--- src/ast_defs.svh ---
// Register offsets, field positions, sample points and counts of the transceiver.
`ifndef AST_DEFS_SVH
`define AST_DEFS_SVH
`define AST_ADDR_DATA   8'h00
`define AST_ADDR_FMT    8'h01
`define AST_ADDR_ENA    8'h02
`define AST_ADDR_STAT   8'h03
`define AST_ADDR_BAUD   8'h04
`define AST_FMT_R8      7
`define AST_FMT_T8      6
`define AST_FMT_M       4
`define AST_FMT_WAKE    3
`define AST_ENA_TIE     7
`define AST_ENA_TX_DONE_IRQ_EN    6
`define AST_ENA_RIE     5
`define AST_ENA_ILIE    4
`define AST_ENA_TE      3
`define AST_ENA_RE      2
`define AST_ENA_RWU     1
`define AST_ENA_SBK     0
`define AST_BAUD_MSB    4
`define AST_BAUD_UNIT   12'h008
`define AST_BITS8       4'h8
`define AST_BITS9       4'h9
`define AST_RT_V1       4'h2
`define AST_RT_V2       4'h4
`define AST_RT_V3       4'h6
`define AST_RT_S1       4'h7
`define AST_RT_S2       4'h8
`define AST_RT_S3       4'h9
`define AST_RT_LAST     4'hF
`define AST_IDLE_TICKS8 8'hA0
`define AST_IDLE_TICKS9 8'hB0
`define AST_IDLE_SAT    8'hFF
`endif

--- src/ast_pkg.sv ---
// Types shared by the transceiver modules.
`default_nettype none
package ast_pkg;
  typedef enum logic [0:0] {
    AST_RX_IDLE  = 1'b0,
    AST_RX_FRAME = 1'b1
  } ast_rx_state_t;

  typedef struct packed {
    logic [11:0] cnt;
    logic        tick;
  } ast_baud_state_t;

  typedef struct packed {
    logic [7:0]    tdr;
    logic          t8, m, wake;
    logic          tie, tx_done_irq_en, rie, ilie, te, re, rx_sleep_ctrl, send_break_ctrl;
    logic [4:0]    baud;
    logic          tx_buffer_empty_flag, tc, rx_buffer_full_flag, idle, ovr, nf, fe;
    logic [7:0]    rdr;
    logic          r8, armed, irq;
    logic [7:0]    rdata;
    logic          tx_line, owned, tx_active;
    logic [9:0]    tx_sh;
    logic [3:0]    tx_cnt, tx_rt;
    ast_rx_state_t rx_state;
    logic [3:0]    rx_rt, rx_bit;
    logic [1:0]    rx_samp;
    logic [8:0]    rx_shift;
    logic          rx_noise, rx_prev_high, got_char;
    logic [7:0]    rx_idle_cnt;
  } ast_state_t;
endpackage : ast_pkg
`default_nettype wire

--- src/ast_baud.sv ---
// Shared rate generator giving the sixteen-times receive sample tick.
`timescale 1ns/100ps
`default_nettype none
`include "ast_defs.svh"
module ast_baud
  import ast_pkg::*;
(
  input  wire logic       clk,
  input  wire logic       rst,
  input  wire logic [4:0] rate_sel,
  output logic            rt_tick
);
  ast_baud_state_t st;
  ast_baud_state_t next_st;
  logic [11:0]     limit;

  // One divider feeds both directions, so they can never drift apart.
  assign limit = 12'(({7'h00, rate_sel} + 12'h001) * `AST_BAUD_UNIT) - 12'h001;

  always_comb begin
    next_st = st;
    next_st.tick = 1'b0;
    if (st.cnt >= limit) begin
      next_st.cnt  = 12'h000;
      next_st.tick = 1'b1;
    end else begin
      next_st.cnt = st.cnt + 12'h001;
    end
  end

  always_ff @(posedge clk) begin
    if (rst) begin
      st <= '0;
    end else begin
      st <= next_st;
    end
  end

  assign rt_tick = st.tick;
endmodule : ast_baud
`default_nettype wire

--- src/ast_serial.sv ---
// Asynchronous serial transceiver with register port, wake-up and error flags.
//
// The address map and strobed register access were left to the implementer.
`timescale 1ns/100ps
`default_nettype none
`include "ast_defs.svh"
module ast_serial
  import ast_pkg::*;
(
  input  wire logic       clk,
  input  wire logic       rst,
  input  wire logic [7:0] bus_addr,
  input  wire logic [7:0] bus_wdata,
  input  wire logic       bus_wr,
  input  wire logic       bus_rd,
  output logic      [7:0] bus_rdata,
  input  wire logic       serial_rx_line,
  output logic            serial_tx_line,
  output logic            tx_pin_owned,
  output logic            irq_req
);
  ast_state_t st;
  ast_state_t next_st;
  logic       rt_tick;
  logic       tx_bit_tick;
  logic       wr_data;
  logic       v_level;
  logic       v_noisy;
  logic [3:0] nbits;
  logic [7:0] idle_thr;
  logic       rx_brk;
  logic       rx_take;
  logic [7:0] rx_char;

  ast_baud u_baud (
    .clk      (clk),
    .rst      (rst),
    .rate_sel (st.baud),
    .rt_tick  (rt_tick)
  );

  // The same voter serves the start check and the bit decision.
  ast_vote u_vote (
    .samples ({st.rx_samp, serial_rx_line}),
    .level   (v_level),
    .noisy   (v_noisy)
  );

  assign nbits       = st.m ? `AST_BITS9 : `AST_BITS8;
  assign idle_thr    = st.m ? `AST_IDLE_TICKS9 : `AST_IDLE_TICKS8;
  assign tx_bit_tick = rt_tick && (st.tx_rt == `AST_RT_LAST);
  assign wr_data     = bus_wr && (bus_addr == `AST_ADDR_DATA);
  // An all-zero character with a low stop bit is a break.
  assign rx_brk  = !v_level && (st.m ? (st.rx_shift == 9'h000)
                                     : (st.rx_shift[8:1] == 8'h00));
  assign rx_take = !st.rx_sleep_ctrl || (st.wake && st.rx_shift[8]);
  assign rx_char = st.m ? st.rx_shift[7:0] : st.rx_shift[8:1];

  always_comb begin
    next_st = st;
    next_st.rdata = 8'h00;
    // Register reads return the state before this cycle's updates.
    if (bus_rd) begin
      case (bus_addr)
        `AST_ADDR_DATA: next_st.rdata = st.rdr;
        `AST_ADDR_FMT:  next_st.rdata = {st.r8, st.t8, 1'b0, st.m,
                                         st.wake, 3'b000};
        `AST_ADDR_ENA:  next_st.rdata = {st.tie, st.tx_done_irq_en, st.rie, st.ilie,
                                         st.te, st.re, st.rx_sleep_ctrl, st.send_break_ctrl};
        `AST_ADDR_STAT: next_st.rdata = {st.tx_buffer_empty_flag, st.tc, st.rx_buffer_full_flag, st.idle,
                                         st.ovr, st.nf, st.fe, 1'b0};
        `AST_ADDR_BAUD: next_st.rdata = {3'b000, st.baud};
        default:        next_st.rdata = 8'h00;
      endcase
    end
    if (bus_wr) begin
      case (bus_addr)
        `AST_ADDR_DATA: begin
          next_st.tdr  = bus_wdata;
          next_st.tx_buffer_empty_flag = 1'b0;
          next_st.tc   = 1'b0;
        end
        `AST_ADDR_FMT: begin
          next_st.t8   = bus_wdata[`AST_FMT_T8];
          next_st.m    = bus_wdata[`AST_FMT_M];
          next_st.wake = bus_wdata[`AST_FMT_WAKE];
        end
        `AST_ADDR_ENA: begin
          next_st.tie  = bus_wdata[`AST_ENA_TIE];
          next_st.tx_done_irq_en = bus_wdata[`AST_ENA_TX_DONE_IRQ_EN];
          next_st.rie  = bus_wdata[`AST_ENA_RIE];
          next_st.ilie = bus_wdata[`AST_ENA_ILIE];
          next_st.te   = bus_wdata[`AST_ENA_TE];
          next_st.re   = bus_wdata[`AST_ENA_RE];
          next_st.rx_sleep_ctrl  = bus_wdata[`AST_ENA_RWU];
          next_st.send_break_ctrl  = bus_wdata[`AST_ENA_SBK];
        end
        `AST_ADDR_BAUD: next_st.baud = bus_wdata[`AST_BAUD_MSB:0];
        default: ;
      endcase
    end
    // Receive flags clear by a status read followed by a data read.
    if (bus_rd && (bus_addr == `AST_ADDR_STAT)) begin
      next_st.armed = 1'b1;
    end
    if ((bus_rd || bus_wr) && (bus_addr == `AST_ADDR_DATA)) begin
      next_st.armed = 1'b0;
      if (bus_rd && st.armed) begin
        next_st.rx_buffer_full_flag = 1'b0;
        next_st.idle = 1'b0;
        next_st.ovr  = 1'b0;
        next_st.nf   = 1'b0;
        next_st.fe   = 1'b0;
      end
    end

    // Transmitter; the updates below come after the clears so a set wins.
    if (rt_tick) begin
      next_st.tx_rt = st.tx_rt + 4'h1;
    end
    if (tx_bit_tick) begin
      if (st.tx_cnt != 4'h0) begin
        next_st.tx_line = st.tx_sh[0];
        next_st.tx_sh   = {1'b1, st.tx_sh[9:1]};
        next_st.tx_cnt  = st.tx_cnt - 4'h1;
      end else if (st.te && !st.tx_buffer_empty_flag && !wr_data) begin
        next_st.tx_line   = 1'b0;
        next_st.tx_sh     = st.m ? {1'b1, st.t8, st.tdr} : {2'b11, st.tdr};
        next_st.tx_cnt    = nbits + 4'h1;
        next_st.tx_buffer_empty_flag      = 1'b1;
        next_st.tx_active = 1'b1;
      end else if (st.te && st.send_break_ctrl) begin
        next_st.tx_line   = 1'b0;
        next_st.tx_sh     = 10'h000;
        next_st.tx_cnt    = nbits + 4'h1;
        next_st.tx_active = 1'b1;
      end else begin
        next_st.tx_line = 1'b1;
        if (st.tx_active) begin
          next_st.tx_active = 1'b0;
          next_st.tc        = 1'b1;
        end
      end
    end
    // The pin stays ours until the frame in flight has gone out.
    next_st.owned = next_st.te || next_st.tx_active;

    // Receiver.
    if (!st.re) begin
      next_st.rx_state    = AST_RX_IDLE;
      next_st.rx_idle_cnt = 8'h00;
    end else if (rt_tick) begin
      case (st.rx_state)
        AST_RX_IDLE: begin
          next_st.rx_prev_high = serial_rx_line;
          if (!serial_rx_line) begin
            next_st.rx_idle_cnt = 8'h00;
            if (st.rx_prev_high) begin
              next_st.rx_state = AST_RX_FRAME;
              next_st.rx_rt    = 4'h0;
              next_st.rx_bit   = 4'h0;
              next_st.rx_samp  = 2'b00;
              next_st.rx_noise = 1'b0;
            end
          end else if (st.rx_idle_cnt != `AST_IDLE_SAT) begin
            next_st.rx_idle_cnt = st.rx_idle_cnt + 8'h01;
            if (next_st.rx_idle_cnt == idle_thr) begin
              if (st.rx_sleep_ctrl) begin
                if (!st.wake) begin
                  next_st.rx_sleep_ctrl = 1'b0;
                end
              end else if (st.got_char) begin
                next_st.idle     = 1'b1;
                next_st.got_char = 1'b0;
              end
            end
          end
        end
        AST_RX_FRAME: begin
          next_st.rx_rt = st.rx_rt + 4'h1;
          if (st.rx_rt == `AST_RT_LAST) begin
            next_st.rx_bit = st.rx_bit + 4'h1;
          end
          if ((st.rx_rt == `AST_RT_V1) || (st.rx_rt == `AST_RT_V2) ||
              (st.rx_rt == `AST_RT_S1) || (st.rx_rt == `AST_RT_S2)) begin
            next_st.rx_samp = {st.rx_samp[0], serial_rx_line};
          end
          if ((st.rx_bit == 4'h0) && (st.rx_rt == `AST_RT_V3)) begin
            if (v_level) begin
              next_st.rx_state = AST_RX_IDLE;
            end else begin
              next_st.rx_noise = st.rx_noise | v_noisy;
            end
          end
          if (st.rx_rt == `AST_RT_S3) begin
            if (st.rx_bit == 4'h0) begin
              next_st.rx_noise = st.rx_noise | v_noisy;
            end else if (st.rx_bit <= nbits) begin
              next_st.rx_noise = st.rx_noise | v_noisy;
              next_st.rx_shift = {v_level, st.rx_shift[8:1]};
            end else begin
              // Stop bit: decide the character and leave the frame early.
              if (st.rx_sleep_ctrl && rx_take) begin
                next_st.rx_sleep_ctrl = 1'b0;
              end
              if (rx_take) begin
                if (st.rx_buffer_full_flag) begin
                  next_st.ovr = 1'b1;
                end else begin
                  next_st.rdr  = rx_char;
                  next_st.r8   = st.rx_shift[8];
                  next_st.rx_buffer_full_flag = 1'b1;
                end
                next_st.nf = st.nf | st.rx_noise | v_noisy;
                next_st.fe = st.fe | !v_level;
                if (v_level) begin
                  next_st.got_char = 1'b1;
                end
              end
              next_st.rx_state     = AST_RX_IDLE;
              next_st.rx_idle_cnt  = 8'h00;
              // A low stop bit, break or not, must see the line high again,
              // so the rest of a bad stop bit is never taken as a start.
              next_st.rx_prev_high = v_level && !rx_brk;
            end
          end
        end
        default: next_st.rx_state = AST_RX_IDLE;
      endcase
    end

    next_st.irq = (next_st.tie && next_st.tx_buffer_empty_flag) ||
                  (next_st.tx_done_irq_en && next_st.tc) ||
                  (next_st.rie && (next_st.rx_buffer_full_flag || next_st.ovr)) ||
                  (next_st.ilie && next_st.idle);
  end

  always_ff @(posedge clk) begin
    if (rst) begin
      st              <= '0;
      st.tx_buffer_empty_flag         <= 1'b1;
      st.tc           <= 1'b1;
      st.tx_line      <= 1'b1;
      st.rx_state     <= AST_RX_IDLE;
    end else begin
      st <= next_st;
    end
  end

  assign bus_rdata      = st.rdata;
  assign serial_tx_line = st.tx_line;
  assign tx_pin_owned   = st.owned;
  assign irq_req        = st.irq;
endmodule : ast_serial
`default_nettype wire

--- src/ast_vote.sv ---
// Majority voter over three line samples with a disagreement flag.
`timescale 1ns/100ps
`default_nettype none
module ast_vote (
  input  wire logic [2:0] samples,
  output logic            level,
  output logic            noisy
);
  assign level = (samples[0] & samples[1]) | (samples[0] & samples[2]) |
                 (samples[1] & samples[2]);
  assign noisy = (|samples) & ~(&samples);
endmodule : ast_vote
`default_nettype wire
--- config.mk ---
export PLATFORM = sky130hd
export DESIGN_NAME = ast_serial
export DESIGN_NICKNAME = d
export VERILOG_FILES = /design/src/ast_pkg.sv /design/src/ast_baud.sv /design/src/ast_serial.sv /design/src/ast_vote.sv
export VERILOG_INCLUDE_DIRS = /design/src
export SDC_FILE = /design/constraint.sdc
export NUM_CORES = 1
export LEC_CHECK = 0
export ABC_CLOCK_PERIOD_IN_PS = 6600
export BUFFER_PORTS_ARGS = -buffer_cell sky130_fd_sc_hd__clkbuf_2
export CAP_MARGIN = 15
export CORE_UTILIZATION = 50
export DETAILED_ROUTE_END_ITERATION = 16
export HOLD_SLACK_MARGIN = 0.15
export PLACE_DENSITY = 0.67
export REMOVE_ABC_BUFFERS = 1
export SLEW_MARGIN = 0
export SYNTH_ARGS = -nofsm -noshare
export SYNTH_HDL_FRONTEND = slang
export SYNTH_SLANG_ARGS = --single-unit
--- constraint.sdc ---
create_clock -name clk -period 6.6 [get_ports clk]
set_clock_uncertainty 0.2 [all_clocks]
set_input_delay 0.99 -clock clk [delete_from_list [all_inputs] [get_ports clk]]
set_output_delay 0.99 -clock clk [all_outputs]
set_load 0.05 [all_outputs]
==> flow_summary_export.csv <==
group,metric,value,unit
run_status,outcome,"finished clean",
global_route,grt_max_degree,88,
synthesis,synth-seq-cells,115,
drt,drc_errors,0,
cts,cts.sinks,115,
finish,area_growth,11.97,%
worst_setup_path,critPathCaptureType,"flip-flop",
place,dp_slack,3379,ps
drt,via_per_inst,5.709,
cts,root_buffer,"clkbuf_16",
hold_path,hold_class,"flip-flop to flip-flop",
global_route,grt_overflow,0,
cts,cts_tree,"done",
global_route,grt_pass1_vias,4310,
power,pwr_density_cell,249.2,nW/um^2
synthesis,syn_inst,687,
timing,fmax,307.6,MHz
synthesis,synth.avg_cell_area,8.458,um^2
timing,fin_tns_setup,0,ps
synthesis,synth_area_leaders,"dfxtp_1 40%, nor2_1 7.0%, mux2i_1 6.4%, ha_1 4.7%, nand2_1 4.3%",
synthesis,yosysTopAreaCell,"dfxtp_1",
worst_setup_path,crit_fanout,12,
finish,stdcell_area,6506,um^2
worst_setup_path,start_kind,"flip-flop",
worst_setup_path,arrival,3390,ps
flow_run,drv_cap,0,
synthesis,syn_area,5811,um^2
global_route,antenna_found_initial,0,
floorplan,dieArea,12060,um^2
synthesis,yosys_warnings,0,
power,p_int,0.001262,W
cts,htreeDepth,4,
synthesis,synth-edff-count,0,
timing,fin_hold_ws,251.3,ps
place,port_buffers,31,
place,gp_congestion,0.9094,
power,p_clk_frac,0.539,
place,hpwl,8850,um
synthesis,synthFlopType,"dfxtp_1",
synthesis,ys_types,68,
floorplan,die_width,109.8,um
timing,finalMaxSlewViolations,0,
drt,wire_per_inst,14.97,um
global_route,grt_use_total,0.2209,
cts,cts_resized,0,
cts,cts_hold_buf,0,
power,pwr-share-comb,0.029,
cts,cts_setup_buffers,0,
place,place_area,5937,um^2
timing,setup_slack,3349,ps
floorplan,initial_core_util,0.5111,
synthesis,yosysSeqAreaShare,0.3962,
timing,finalSetupViolCount,0,
drt,drt_iter0_markers,447,
drt,drtPass1Iterations,5,
worst_setup_path,crit_path_top_delay_cell,"dfxtp_1",
synthesis,synth_most_common_cell,"dfxtp_1",
timing,period_needed,3251,ps
floorplan,die_h,109.8,um
worst_setup_path,critical_path_class,"flip-flop to flip-flop",
worst_setup_path,crit_top_cell,"o21ai_0",
drt,vias,4858,
floorplan,core,11370,um^2
synthesis,synth_commonest_cells,"115 x dfxtp_1, 108 x nor2_1, 67 x nand2_1, 47 x a21oi_1, 37 x mux2i_1",
finish,layout.cells.non_filler,851,
timing,hold_violations,0,
place,place_inst,819,
finish,nets,738,
cts,clk_path_buf_depth,2,
synthesis,synth_top_area_share,0.3962,
cts,cts_buffers,17,
power,p_switching,0.0003590,W
global_route,grt_first_pass_wirelength,20600,um
floorplan,ioPinCount,32,
cts,clock_latency,410,ps
drt,wl,12740,um
drt,antenna_left,0,
power,p_seq_frac,0.432,
floorplan,rows,39,
worst_setup_path,cp_slowest_stage_delay,500,ps
finish,drive_above_1_share,0.1201,
power,vdd_drop_max,0.2350,mV
synthesis,async_flop_share,0,
worst_setup_path,cp.required,6740,ps
timing,worst_slew_pin_slew,898.5,ps
timing,relSlewSlack,0.4002,
timing,rsz0062_at_grt,"false",
worst_setup_path,cp_cell_sequence,"ha_1, nand2b_1, o21ai_0, a21oi_1, nor2_1, xnor2_1, ha_1, a21o_1, a21oi_1, o21ai_0, o21ai_0, nand2b_1, nor2_1",
finish,diodes,0,
power,p_sw_frac,0.2214,
timing,fin_crit_sh,0.4926,
cts,clkTransAtPathRegs,60,ps
power,leakagePower,2.429,nW
==> cell families (layout without fill, tap and decap cells) <==
group / Yosys count / in the layout / synth area share
simple gates: 284 / 284 / 0.2369
compound gates: 145 / 145 / 0.1690
flops: 115 / 115 / 0.3962
buf+inv: 61 / 82 / 0.04931
mux: 38 / 38 / 0.06761
fa+ha+maj: 24 / 24 / 0.05082
xor+xnor: 20 / 20 / 0.03015
==> critical path: cells and delay by family (launching register included) <==
kind                       cells  cell delay (ps)
DFF                            1              500
adders and majority gates      2              600
and+or+nand+nor                4              830
AOI/OAI and AO/OA              6              920
xor gates and xnor gates       1              130
==> power groups by stage <==
| stage | Sequential, W | Clock [W] | Combinational, W |
|---|---|---|---|
| 6_report | 0.000700 | 0.000874 | 0.0000468 |
| 5_1_grt | 0.000700 | 0.000916 | 0.0000513 |
| 4_1_cts | 0.000700 | 0.000886 | 0.0000462 |
| 3_5_place_dp | 0.000715 | 0 | 0.0000460 |
| 3_3_place_gp | 0.000715 | 0 | 0.0000452 |
| 2_1_floorplan | 0.000714 | 0 | 0.0000190 |
==> placed cells by master, fill, tap and decap left out, drive strengths merged, types with 5 or more instances in the layout <==
cell      netlist  final
a221oi          9      9
nor3           21     21
nor2          110    110
or2             5      5
and2            5      5
clkinv          0      7
clkinvlp        0      5
nand2b          7      7
nand3          20     20
nand2          67     67
o21ai          24     24
a211oi         13     13
ha             22     22
xnor2           9      9
clkbuf         25     49
a21oi          47     47
xor2           11     11
and3            9      9
nand4           9      9
mux2i          37     37
inv            17     17
dfxtp         115    115
a22oi           7      7
a21o            8      8
a31oi           5      5
==> registers in the layout (all words and copies together), names as in the netlist <==
register	count
serial_tx_line	1
st	91
u_baud.rt_tick	1
u_baud.st	12
irq_req	1
tx_pin_owned	1
bus_rdata	8
==> layer usage <==
layer  routed length [um]  vias up  part of all wire  global-route usage
met5                    0        -                 0                   0
met4                  155        0             0.012             0.06952
met3                  607       14             0.048             0.06698
met2                 5870      103              0.46              0.3379
met1                 6105     2275              0.48              0.2962
li1                     -     2466                 -                   -
==> worst paths after layout <==
| check | from | endpoint | slack (ps) | depth (start not counted) |
|---|---|---|---|---|
| worst max-delay path | st[79]$_SDFFE_PP0P_ | u_baud.st[11]$_SDFF_PP0_ | 3350 | 13 |
| worst min-delay path | u_baud.st[1]$_SDFF_PP0_ | u_baud.st[1]$_SDFF_PP0_ | 250 | 1 |
| worst max register to register | st[79]$_SDFFE_PP0P_ | u_baud.st[11]$_SDFF_PP0_ | 3350 | 13 |
| worst min register to register | u_baud.st[1]$_SDFF_PP0_ | u_baud.st[1]$_SDFF_PP0_ | 250 | 1 |
==> final cells by class <==
cell class,instances,area (um^2)
tap,143,178.9
clock inverter,14,140.1
clock buffer,18,429.2
inverter,17,63.81
multi-input combinational,511,3222
fill,1018,4863
timing repair buffer,33,170.2
sequential,115,2302
==> stage by stage <==
step / total power, W / utilization
floorplan: 0.0007332 / -
global placement: 0.0007600 / 0.5222
detailed placement: 0.0007608 / 0.5222
CTS: 0.001632 / 0.5722
global route: 0.001667 / 0.5722
finish: 0.001621 / 0.5722
(Power assumes the default switching activity.)
